===== src/hw/kms_pkg.sv =====
// package: constants, types and register map for the key matrix scanner
// assumes: 32-bit axi4-lite register access, 10 MHz clk_i
package kms_pkg;

  // ****************************************
  // register offsets (byte addresses)
  // ****************************************
  localparam logic [7:0] KMS_CTRL_OFS = 8'h00;
  localparam logic [7:0] KMS_SCAN_OFS = 8'h04;
  localparam logic [7:0] KMS_KEY_OFS = 8'h08;
  localparam logic [7:0] KMS_ACK_OFS = 8'h0c;
  localparam logic [7:0] KMS_STAT_OFS = 8'h10;
  localparam logic [7:0] KMS_CNTR_OFS = 8'h14;

  // ****************************************
  // field positions
  // ****************************************
  localparam int KMS_CTRL_TECH_POS = 0;
  localparam int KMS_CTRL_FC_POS = 1;
  localparam int KMS_CTRL_TEN_POS = 2;
  localparam int KMS_CTRL_OC_POS = 3;
  localparam int KMS_CTRL_SLEEP_POS = 4;
  localparam int KMS_CTRL_DISP_POS = 5;
  localparam int KMS_CTRL_ADDR_POS = 8;
  localparam int KMS_SCAN_P4L_POS = 6;
  localparam int KMS_SCAN_P4H_POS = 7;
  localparam int KMS_SCAN_PC_POS = 8;
  localparam int KMS_CNTR_CTC_POS = 4;
  localparam int KMS_KEY_SA_POS = 31;

  // ****************************************
  // reset values
  // ****************************************
  localparam logic [31:0] KMS_ZERO_32 = 32'h0000_0000;
  localparam logic [29:0] KMS_KEY_RESET = 30'h0000_0000;
  localparam logic [5:0] KMS_LINES_RESET = 6'h00;

  // ****************************************
  // timing in oscillator periods
  // ****************************************
  localparam int KMS_SCAN_PERIOD_T = 2304;
  localparam int KMS_REQ_DELAY_T = 4800;
  localparam int KMS_LINE_T = KMS_SCAN_PERIOD_T / 6;
  localparam logic [12:0] KMS_SCAN_LAST = 13'(KMS_SCAN_PERIOD_T - 1);
  localparam logic [12:0] KMS_REQ_LAST = 13'(KMS_REQ_DELAY_T - 1);
  localparam logic [12:0] KMS_LINE_LAST = 13'(KMS_LINE_T - 1);
  localparam logic [11:0] KMS_F8_SLOW = 12'(3072 - 1);
  localparam logic [11:0] KMS_F8_FAST = 12'(1536 - 1);
  localparam logic [11:0] KMS_F10_SLOW = 12'(3840 - 1);
  localparam logic [11:0] KMS_F10_FAST = 12'(1920 - 1);
  localparam logic [11:0] KMS_P4_DIV2_LAST = 12'h000;
  localparam logic [11:0] KMS_P4_DIV8_LAST = 12'h003;

  // ****************************************
  // types
  // ****************************************
  typedef enum logic [1:0] {
    KMS_P4_LOW,
    KMS_P4_HIGH,
    KMS_P4_DIV2,
    KMS_P4_DIV8
  } kms_p4_e;

  typedef enum {
    KMS_IDLE,
    KMS_SCAN1,
    KMS_SCAN2,
    KMS_WAIT,
    KMS_REQ
  } kms_state_e;

  typedef struct packed {
    logic [5:0] lines;
    logic [1:0] p4_mode;
    logic [2:0] ports;
  } kms_scan_cfg_s;

endpackage


===== src/hw/kms_top.sv =====
// key matrix scanner with reset sequencing, frame rate and port four clock
// assumes: sense inputs and chip enable synchronous to clk_i, axi4-lite host
`timescale 1ns/1ps

// Summary of operation
// - one matrix scan lasts 2304 clocks
// - two scans must agree before accepting
// - request goes low 4800 clocks after start
// - disagreement with key held restarts scans
// - scan starts on press, repeats until release
// - low scan lines never carry pulses
// - every pressed key on a high scan line sets its bit
// - chip enable high releases the request
// - reading key data clears request, rescans
// - press in sleep wakes clock, scans
// - key read leaves sleep mode unchanged
// - eight rows: divide 3072 or 1536
// - ten rows: divide 3840 or 1920
// - port four outputs clock halves or eighths
// - supply detector forces system reset
// - reset: display off, scan off, ports low
// - technique then scan config releases scanning
// - timing held until technique instruction
// - address register reset, loaded by write
// - contrast disabled until programmed
// - reset clears key bits, scanning disabled
// - bit index is five times line plus input
// - sleep ack bit reads sleep state
module kms_top
  import kms_pkg::*;
(
  // clock and reset
  input wire logic clk_i,
  input wire logic reset_n_i,
  input wire logic supply_detect_reset_i,
  // key matrix
  output logic [5:0] scan_drive_lines_o,
  input wire logic [4:0] sense_return_inputs_i,
  // serial side
  input wire logic chip_enable_i,
  output logic request_oe_o,
  output logic request_o,
  // ports and display state
  output logic [3:0] general_ports_o,
  output logic frame_tick_o,
  output logic display_on_o,
  output logic contrast_en_o,
  output logic osc_run_o,
  // axi4-lite
  input wire logic [7:0] awaddr_i,
  input wire logic awvalid_i,
  output logic awready_o,
  input wire logic [31:0] wdata_i,
  input wire logic [3:0] wstrb_i,
  input wire logic wvalid_i,
  output logic wready_o,
  output logic [1:0] bresp_o,
  output logic bvalid_o,
  input wire logic bready_i,
  input wire logic [7:0] araddr_i,
  input wire logic arvalid_i,
  output logic arready_o,
  output logic [31:0] rdata_o,
  output logic [1:0] rresp_o,
  output logic rvalid_o,
  input wire logic rready_i
);

  logic sys_rst;
  logic wr;
  logic [7:0] wr_addr;
  logic [31:0] wr_data;
  logic rd;
  logic [7:0] rd_addr;
  logic [31:0] next_rd_data;
  logic rd_err;
  logic wr_err;
  logic tech_done;
  logic scan_enabled;
  logic frame_fast;
  logic ten_rows;
  logic clock_src;
  logic sleep;
  logic [7:0] addr_counter;
  logic [4:0] contrast;
  kms_scan_cfg_s scan_cfg;
  kms_state_e state;
  logic [12:0] scan_count;
  logic [12:0] req_count;
  logic [2:0] line_idx;
  logic [29:0] scan_data;
  logic [29:0] first_data;
  logic [29:0] key_bits;
  logic req_pending;
  logic [11:0] frame_last;
  logic [11:0] p4_last;
  logic p4_clk;
  logic osc_en;
  logic any_press;

  // ****************************************
  // system reset from supply detector
  // ****************************************
  always_ff @(posedge clk_i or negedge reset_n_i) begin
    if (!reset_n_i) begin
      sys_rst <= 1'b1;
    end else begin
      sys_rst <= supply_detect_reset_i;
    end
  end

  kms_axil u_axil (
    .clk_i(clk_i),
    .reset_n_i(reset_n_i),
    .awaddr_i(awaddr_i),
    .awvalid_i(awvalid_i),
    .awready_o(awready_o),
    .wdata_i(wdata_i),
    .wstrb_i(wstrb_i),
    .wvalid_i(wvalid_i),
    .wready_o(wready_o),
    .bresp_o(bresp_o),
    .bvalid_o(bvalid_o),
    .bready_i(bready_i),
    .araddr_i(araddr_i),
    .arvalid_i(arvalid_i),
    .arready_o(arready_o),
    .rdata_o(rdata_o),
    .rresp_o(rresp_o),
    .rvalid_o(rvalid_o),
    .rready_i(rready_i),
    .wr_o(wr),
    .wr_addr_o(wr_addr),
    .wr_data_o(wr_data),
    .rd_o(rd),
    .rd_addr_o(rd_addr),
    .rd_data_i(next_rd_data),
    .rd_err_i(rd_err),
    .wr_err_i(wr_err)
  );

  assign wr_err = !(wr_addr == KMS_CTRL_OFS || wr_addr == KMS_SCAN_OFS ||
                    wr_addr == KMS_ACK_OFS || wr_addr == KMS_CNTR_OFS);

  // ****************************************
  // instruction registers
  // ****************************************
  always_ff @(posedge clk_i or negedge reset_n_i) begin
    if (!reset_n_i) begin
      tech_done <= 1'b0;
      frame_fast <= 1'b0;
      ten_rows <= 1'b0;
      clock_src <= 1'b0;
      sleep <= 1'b0;
      display_on_o <= 1'b0;
      addr_counter <= 8'h00;
    end else if (sys_rst) begin
      tech_done <= 1'b0;
      display_on_o <= 1'b0;
      addr_counter <= 8'h00;
      sleep <= 1'b0;
    end else if (wr && wr_addr == KMS_CTRL_OFS) begin
      if (wr_data[KMS_CTRL_TECH_POS]) begin
        tech_done <= 1'b1;
        frame_fast <= wr_data[KMS_CTRL_FC_POS];
        ten_rows <= wr_data[KMS_CTRL_TEN_POS];
        clock_src <= wr_data[KMS_CTRL_OC_POS];
      end
      if (tech_done) begin
        sleep <= wr_data[KMS_CTRL_SLEEP_POS];
        display_on_o <= wr_data[KMS_CTRL_DISP_POS];
        addr_counter <= wr_data[KMS_CTRL_ADDR_POS +: 8];
      end
    end
  end

  always_ff @(posedge clk_i or negedge reset_n_i) begin
    if (!reset_n_i) begin
      scan_enabled <= 1'b0;
      scan_cfg <= '0;
      contrast <= 5'h00;
      contrast_en_o <= 1'b0;
    end else if (sys_rst) begin
      scan_enabled <= 1'b0;
      scan_cfg <= '0;
      contrast <= 5'h00;
      contrast_en_o <= 1'b0;
    end else if (wr && tech_done) begin
      if (wr_addr == KMS_SCAN_OFS) begin
        scan_enabled <= 1'b1;
        scan_cfg.lines <= wr_data[5:0];
        scan_cfg.p4_mode <= {wr_data[KMS_SCAN_P4H_POS], wr_data[KMS_SCAN_P4L_POS]};
        scan_cfg.ports <= wr_data[KMS_SCAN_PC_POS +: 3];
      end
      if (wr_addr == KMS_CNTR_OFS) begin
        contrast <= wr_data[4:0];
        contrast_en_o <= wr_data[KMS_CNTR_CTC_POS];
      end
    end
  end

  // ****************************************
  // key scan engine
  // ****************************************
  assign any_press = |sense_return_inputs_i;
  assign osc_en = tech_done && (!sleep || state != KMS_IDLE || any_press);

  always_ff @(posedge clk_i or negedge reset_n_i) begin
    if (!reset_n_i) begin
      state <= KMS_IDLE;
      scan_count <= 13'h0000;
      req_count <= 13'h0000;
      line_idx <= 3'h0;
      scan_data <= KMS_KEY_RESET;
      first_data <= KMS_KEY_RESET;
      key_bits <= KMS_KEY_RESET;
      req_pending <= 1'b0;
    end else if (sys_rst || !scan_enabled) begin
      state <= KMS_IDLE;
      key_bits <= KMS_KEY_RESET;
      req_pending <= 1'b0;
      scan_count <= 13'h0000;
      req_count <= 13'h0000;
    end else begin
      if (state != KMS_IDLE && state != KMS_REQ) begin
        req_count <= req_count + 13'h0001;
      end
      case (state)
        KMS_IDLE: begin
          if (any_press) begin
            state <= KMS_SCAN1;
            scan_count <= 13'h0000;
            req_count <= 13'h0000;
            line_idx <= 3'h0;
            scan_data <= KMS_KEY_RESET;
          end
        end
        KMS_SCAN1, KMS_SCAN2: begin
          if (scan_count == (KMS_LINE_LAST + 13'h0001) * 13'(line_idx + 3'h1) - 13'h0002 &&
              scan_cfg.lines[line_idx]) begin
            scan_data[line_idx * 5 +: 5] <= sense_return_inputs_i;
          end
          if (scan_count == (KMS_LINE_LAST + 13'h0001) * 13'(line_idx + 3'h1) - 13'h0001) begin
            line_idx <= line_idx + 3'h1;
          end
          if (scan_count == KMS_SCAN_LAST) begin
            scan_count <= 13'h0000;
            line_idx <= 3'h0;
            scan_data <= KMS_KEY_RESET;
            if (state == KMS_SCAN1) begin
              first_data <= scan_data;
              state <= KMS_SCAN2;
            end else begin
              key_bits <= scan_data;
              state <= KMS_WAIT;
            end
          end else begin
            scan_count <= scan_count + 13'h0001;
          end
        end
        KMS_WAIT: begin
          if (req_count == KMS_REQ_LAST) begin
            if (key_bits == first_data && key_bits != KMS_KEY_RESET) begin
              state <= KMS_REQ;
              req_pending <= 1'b1;
            end else if (any_press) begin
              state <= KMS_SCAN1;
              req_count <= 13'h0000;
            end else begin
              state <= KMS_IDLE;
            end
          end
        end
        KMS_REQ: begin
          if (rd && rd_addr == KMS_KEY_OFS) begin
            req_pending <= 1'b0;
            state <= KMS_IDLE;
          end
        end
        default: begin
          state <= KMS_IDLE;
        end
      endcase
    end
  end

  // ****************************************
  // scan drive and request pin
  // ****************************************
  always_ff @(posedge clk_i or negedge reset_n_i) begin
    if (!reset_n_i) begin
      scan_drive_lines_o <= KMS_LINES_RESET;
    end else if (sys_rst || !scan_enabled) begin
      scan_drive_lines_o <= KMS_LINES_RESET;
    end else if (state == KMS_SCAN1 || state == KMS_SCAN2) begin
      scan_drive_lines_o <= scan_cfg.lines & (6'h01 << line_idx);
    end else begin
      scan_drive_lines_o <= scan_cfg.lines;
    end
  end

  always_ff @(posedge clk_i or negedge reset_n_i) begin
    if (!reset_n_i) begin
      request_oe_o <= 1'b0;
      request_o <= 1'b0;
      osc_run_o <= 1'b0;
    end else begin
      request_oe_o <= req_pending && !chip_enable_i && !sys_rst;
      request_o <= 1'b0;
      osc_run_o <= osc_en && !sys_rst;
    end
  end

  // ****************************************
  // frame rate and port four clock
  // ****************************************
  always_comb begin
    if (ten_rows) begin
      frame_last = frame_fast ? KMS_F10_FAST : KMS_F10_SLOW;
    end else begin
      frame_last = frame_fast ? KMS_F8_FAST : KMS_F8_SLOW;
    end
    p4_last = (scan_cfg.p4_mode == KMS_P4_DIV8) ? KMS_P4_DIV8_LAST : KMS_P4_DIV2_LAST;
  end

  kms_divider u_frame (
    .clk_i(clk_i),
    .reset_n_i(reset_n_i),
    .en_i(osc_en && !sys_rst),
    .last_i(12'(frame_last >> 1)),
    .div_o(),
    .tick_o(frame_tick_o)
  );

  kms_divider u_p4 (
    .clk_i(clk_i),
    .reset_n_i(reset_n_i),
    .en_i(osc_en && !sys_rst && scan_cfg.p4_mode[1]),
    .last_i(p4_last),
    .div_o(p4_clk),
    .tick_o()
  );

  always_ff @(posedge clk_i or negedge reset_n_i) begin
    if (!reset_n_i) begin
      general_ports_o <= 4'h0;
    end else if (sys_rst || !scan_enabled) begin
      general_ports_o <= 4'h0;
    end else begin
      general_ports_o[2:0] <= scan_cfg.ports;
      case (scan_cfg.p4_mode)
        KMS_P4_LOW: general_ports_o[3] <= 1'b0;
        KMS_P4_HIGH: general_ports_o[3] <= 1'b1;
        default: general_ports_o[3] <= p4_clk;
      endcase
    end
  end

  // ****************************************
  // register read mux
  // ****************************************
  always_comb begin
    next_rd_data = KMS_ZERO_32;
    rd_err = 1'b0;
    case (rd_addr)
      KMS_CTRL_OFS: next_rd_data = {16'h0000, addr_counter, 2'h0, display_on_o, sleep,
                                    clock_src, ten_rows, frame_fast, tech_done};
      KMS_SCAN_OFS: next_rd_data = {21'h000000, scan_cfg.ports, scan_cfg.p4_mode,
                                    scan_cfg.lines};
      KMS_KEY_OFS: next_rd_data = {sleep, 1'b0, key_bits};
      KMS_STAT_OFS: next_rd_data = {29'h00000000, scan_enabled, osc_en, req_pending};
      KMS_CNTR_OFS: next_rd_data = {26'h0000000, contrast_en_o, contrast};
      KMS_ACK_OFS: next_rd_data = KMS_ZERO_32;
      default: rd_err = 1'b1;
    endcase
  end

endmodule


===== src/hw/kms_divider.sv =====
// divided clock source: toggles its output every last_i+1 cycles
// assumes: last_i stable, en_i low holds the output low
`timescale 1ns/1ps
module kms_divider
  import kms_pkg::*;
(
  // clock and reset
  input wire logic clk_i,
  input wire logic reset_n_i,
  // control
  input wire logic en_i,
  input wire logic [11:0] last_i,
  // divided output
  output logic div_o,
  output logic tick_o
);

  logic [11:0] count;

  always_ff @(posedge clk_i or negedge reset_n_i) begin
    if (!reset_n_i) begin
      count <= 12'h000;
      div_o <= 1'b0;
      tick_o <= 1'b0;
    end else if (!en_i) begin
      count <= 12'h000;
      div_o <= 1'b0;
      tick_o <= 1'b0;
    end else if (count >= last_i) begin
      count <= 12'h000;
      div_o <= ~div_o;
      tick_o <= div_o;
    end else begin
      count <= count + 12'h001;
      tick_o <= 1'b0;
    end
  end

endmodule


===== src/hw/kms_axil.sv =====
// axi4-lite slave front end: one write and one read at a time
// assumes: register file answers writes and reads in the same cycle
`timescale 1ns/1ps
module kms_axil
  import kms_pkg::*;
(
  // clock and reset
  input wire logic clk_i,
  input wire logic reset_n_i,
  // axi4-lite
  input wire logic [7:0] awaddr_i,
  input wire logic awvalid_i,
  output logic awready_o,
  input wire logic [31:0] wdata_i,
  input wire logic [3:0] wstrb_i,
  input wire logic wvalid_i,
  output logic wready_o,
  output logic [1:0] bresp_o,
  output logic bvalid_o,
  input wire logic bready_i,
  input wire logic [7:0] araddr_i,
  input wire logic arvalid_i,
  output logic arready_o,
  output logic [31:0] rdata_o,
  output logic [1:0] rresp_o,
  output logic rvalid_o,
  input wire logic rready_i,
  // register side
  output logic wr_o,
  output logic [7:0] wr_addr_o,
  output logic [31:0] wr_data_o,
  output logic rd_o,
  output logic [7:0] rd_addr_o,
  input wire logic [31:0] rd_data_i,
  input wire logic rd_err_i,
  input wire logic wr_err_i
);

  logic aw_held;
  logic w_held;

  assign wr_o = aw_held && w_held && !bvalid_o;
  assign rd_o = arvalid_i && arready_o;
  assign rd_addr_o = araddr_i;

  // ****************************************
  // write channels
  // ****************************************
  always_ff @(posedge clk_i or negedge reset_n_i) begin
    if (!reset_n_i) begin
      aw_held <= 1'b0;
      w_held <= 1'b0;
      awready_o <= 1'b1;
      wready_o <= 1'b1;
      wr_addr_o <= 8'h00;
      wr_data_o <= KMS_ZERO_32;
      bvalid_o <= 1'b0;
      bresp_o <= 2'h0;
    end else begin
      if (awvalid_i && awready_o) begin
        aw_held <= 1'b1;
        awready_o <= 1'b0;
        wr_addr_o <= awaddr_i;
      end
      if (wvalid_i && wready_o) begin
        w_held <= 1'b1;
        wready_o <= 1'b0;
        wr_data_o <= wdata_i;
      end
      if (wr_o) begin
        bvalid_o <= 1'b1;
        bresp_o <= (wr_err_i || wstrb_i == 4'h0) ? 2'h2 : 2'h0;
        aw_held <= 1'b0;
        w_held <= 1'b0;
      end
      if (bvalid_o && bready_i) begin
        bvalid_o <= 1'b0;
        awready_o <= 1'b1;
        wready_o <= 1'b1;
      end
    end
  end

  // ****************************************
  // read channels
  // ****************************************
  always_ff @(posedge clk_i or negedge reset_n_i) begin
    if (!reset_n_i) begin
      arready_o <= 1'b1;
      rvalid_o <= 1'b0;
      rdata_o <= KMS_ZERO_32;
      rresp_o <= 2'h0;
    end else if (rd_o) begin
      arready_o <= 1'b0;
      rvalid_o <= 1'b1;
      rdata_o <= rd_data_i;
      rresp_o <= rd_err_i ? 2'h2 : 2'h0;
    end else if (rvalid_o && rready_i) begin
      rvalid_o <= 1'b0;
      arready_o <= 1'b1;
    end
  end

endmodule


===== config.mk =====
export PLATFORM = sky130hd
export DESIGN_NAME = kms_top
export DESIGN_NICKNAME = d
export VERILOG_FILES = /design/src/hw/kms_pkg.sv /design/src/hw/kms_top.sv /design/src/hw/kms_divider.sv /design/src/hw/kms_axil.sv
export SDC_FILE = /design/constraint.sdc
export NUM_CORES = 1
export LEC_CHECK = 0
export BUFFER_PORTS_ARGS = -buffer_cell sky130_fd_sc_hd__buf_2
export CORE_UTILIZATION = 35
export CTS_BUF_LIST = sky130_fd_sc_hd__clkbuf_8
export DETAILED_ROUTE_END_ITERATION = 7
export SLEW_MARGIN = 10
export SYNTH_ARGS = -nofsm -noshare
export SYNTH_HDL_FRONTEND = slang
export SYNTH_SLANG_ARGS = --single-unit

===== constraint.sdc =====
create_clock -name clk_i -period 8.6 [get_ports clk_i]
set_clock_uncertainty 0.2 [all_clocks]
set_input_delay 0.86 -clock clk_i [delete_from_list [all_inputs] [get_ports clk_i]]
set_output_delay 0.86 -clock clk_i [all_outputs]
set_load 0.005 [all_outputs]

==> out/qor.csv <==
stage,metric,value,unit
yosys,Syn Inst Count,1036,
yosys,"EDFF count, synth",0,
outcome,status,"finished, final reports clean",
worst_setup_path,Worst Path Required,8860,ps
detailed_routing,Iter 0 DRT Violations,460,
global_route,first-pass GRT wire length,45500,um
placement,worst slack at placement,4440,ps
hold_path,Min-Delay Path Class,input pin to asynchronous set/reset pin,
timing,setup TNS,0,ps
timing,setup ws final,4390,ps
cells_and_area,fin util,0.418,
floorplanning,Die Area,34600,um2
floorplanning,# IOs,123,
timing,"Hold Vio Cnt, Final",0,
cells_and_area,number of diodes,0,
clock_tree,clock buffer depth,3,
cells_and_area,"Cell Count, Final, Fillers Out",1626,
cells_and_area,"commonest non-fill, non-tap cell in the layout",dfrtp_1,
yosys,synthesized flop and latch total,258,
clock_tree,H-tree lvl count,2,
placement,GP Congestion,0.827,
timing,Final Cycle Share,0.490,
yosys,mapped cell area,11800,um2
detailed_routing,Vias/cell,5.08,
yosys,Synth Area per Inst,11.4,um2
timing,fin crit period,4210,ps
floorplanning,Initial Utilization,0.359,
yosys,Yosys top cell by area,dfrtp_1,
worst_setup_path,reg2reg start,line_idx[0],
timing,final slew viol count,0,
timing,RSZ-0062 raised after global routing,no,
global_route,M1 GR Usage,0.241,
cells_and_area,"commonest cells after routing, fill and taps aside","dfrtp_1, buf_2, nand2_1",
yosys,largest cells by area after synthesis,"dfrtp_1, a22o_1, mux2_2, mux2i_1, xor2_1",
placement,hpwl dp,20000,um
worst_setup_path,kind of start point of the critical path,flop,
floorplanning,CORE AREA,32900,um2
timing,max_slew headroom,0.231,
power,peak supply drop,0.0807,mV
yosys,Synth Flop Type,dfrtp_1,
cells_and_area,NumNets Final,1242,
job,MaxCap Viol Count,0,
clock_tree,worst-skew pair later-pin latency,550,ps
detailed_routing,WL final,28200,um
global_route,Global Route Usage Sum,0.168,
detailed_routing,Vias,8262,
detailed_routing,DR pass1 iterations,5,
detailed_routing,Routed wire per std cell,17.3,um
clock_tree,CTS tree,yes,
power,pwr dens,201,nW/um2
placement,PortBufs,102,
floorplanning,die width,186,um
global_route,Top Usage Layer GRT,met2,
timing,Tightest Pin Transition,1150,ps
clock_tree,Post-CTS Hold Fix Bufs,0,
clock_tree,root buffer cell,clkbuf_8,
clock_tree,clk slew on worst S/H paths,60,ps
power,Pleak,6.91,nW
global_route,initial antenna violation count,0,
global_route,met2 Use GR,0.264,
yosys,Cell variety after synth,72,
timing,fmax,0.237,GHz
global_route,met3 usage,0.0245,
timing,Final Hold Slack,132,ps
timing,setup violators final,0,
global_route,Overflow after GRT,0,
detailed_routing,Routed Antenna Nets,0,
cells_and_area,area grow syn2layout,16.4,%
placement,placed cells,1549,
floorplanning,Row Count,66,
clock_tree,Post-CTS Setup Repair Bufs,0,
yosys,Yosys warning total,0,
clock_tree,Post-CTS Resized,0,
worst_setup_path,crit path max fanout,15,
yosys,"FFs w/ async S/R, synth",1.00,
worst_setup_path,CP endpoint kind,flop,
worst_setup_path,Critical Path AT,4470,ps
detailed_routing,number of remaining DRC errors,0,
global_route,vias in the first global route,8327,
yosys,post-synthesis sequential area ratio,0.546,
clock_tree,TritonCTS buffer count,42,
worst_setup_path,origin of the worst setup path,line_idx[0],
global_route,largest net degree at the start of global routing,116,
worst_setup_path,WS Path Type,flop to flop,
floorplanning,Die Span Y,186,um
clock_tree,clock net sink count,258,
yosys,Synth top area share,0.537,
cells_and_area,fraction of layout cells with a size suffix above 1,0.216,
[registers in the layout, indices dropped and copies added, names as in the netlist, 11 cells and up]
signal            flops
scan_cfg             11
scan_count           13
scan_data            30
req_count            13
u_frame.count        12
u_p4.count           12
u_axil.wr_data_o     16
first_data           30
key_bits             30
u_axil.rdata_o       31
[cell usage after synthesis, types with 6 or more instances]
library cell and n:
buf_4 8, dfrtp_1 254, buf_2 6, nand3_1 27, a21oi_1 25, nor4_1 23
clkbuf_1 33, mux2_4 10, nor2_1 80, xnor2_1 13, nand4_1 14, o22ai_1 8
o21ai_0 47, mux2i_1 47, a31oi_1 7, and2_1 7, nand2_1 98, mux2_2 42
xor2_1 51, nor3_1 10, a22oi_1 9, inv_1 24, and3_1 20, a22o_1 61
nand2b_1 10, ha_1 25, nor2b_1 7
[critical path: stages, from the launching register on]
cell and delay [ps]:
dfrtp_1 820, inv_1 310, ha_1 460, ha_1 310, a21o_1 230, xor2_2 180
or3_1 410, a211oi_2 310, a22o_2 250, and3_1 400, mux2i_1 240
[final timing paths]
kind / endpoint / slack [ps] / depth (start not counted)
worst max-delay path: scan_data[15] / 4390 / 10
worst min-delay path: u_axil.wr_addr_o[1] / 130 / 1
worst max register to register: scan_data[15] / 4390 / 10
worst min register to register: u_axil.rdata_o[2] / 280 / 2
max in group asynchronous: u_axil.rdata_o[2] / 6490 / 2
min in group clk_i: sys_rst / 220 / 1
[metal layers]
metal / wire length, um / up-vias
met5: 0 / -
met4: 404 / 0
met3: 935 / 35
met2: 13000 / 151
met1: 13900 / 4154
li1: - / 3922
[logic make-up (layout without fill, tap and decap cells)]
group	Yosys count	after routing	share of synthesized area
buffers and inverters	74	210	0.0285
DFF	258	258	0.546
muxes	100	100	0.0942
AOI/OAI and AO/OA	186	186	0.111
xor gates and xnor gates	67	67	0.0524
and+or+nand+nor	325	325	0.142
other	1	13	0.000317
adders and majority gates	25	25	0.0264
[power by group]
group	switching, mW	total, mW	leakage, nW	internal, mW
combinational	0.0823	0.168	2.89	0.0855
sequential	0.0590	1.35	3.47	1.29
clock	0.498	1.25	0.554	0.749
[layout make-up]
| class | count | area (um2) |
|---|---|---|
| Fill cell | 3145 | 19200 |
| Sequential cell | 258 | 6460 |
| Multi-Input combinational cell | 716 | 5100 |
| Clock buffer | 54 | 743 |
| Timing Repair Buffer | 109 | 573 |
| Tap cell | 442 | 553 |
| Clock inverter | 23 | 262 |
| Inverter | 24 | 90.1 |
[through the flow]
stage	area, um2	power (mW)
2_1_floorplan	11900	1.46
3_3_place_gp	12800	1.54
3_5_place_dp	12800	1.55
4_1_cts	13800	2.81
5_1_grt	13800	2.89
6_report	13800	2.77
Power figures use the tool's default switching activity.
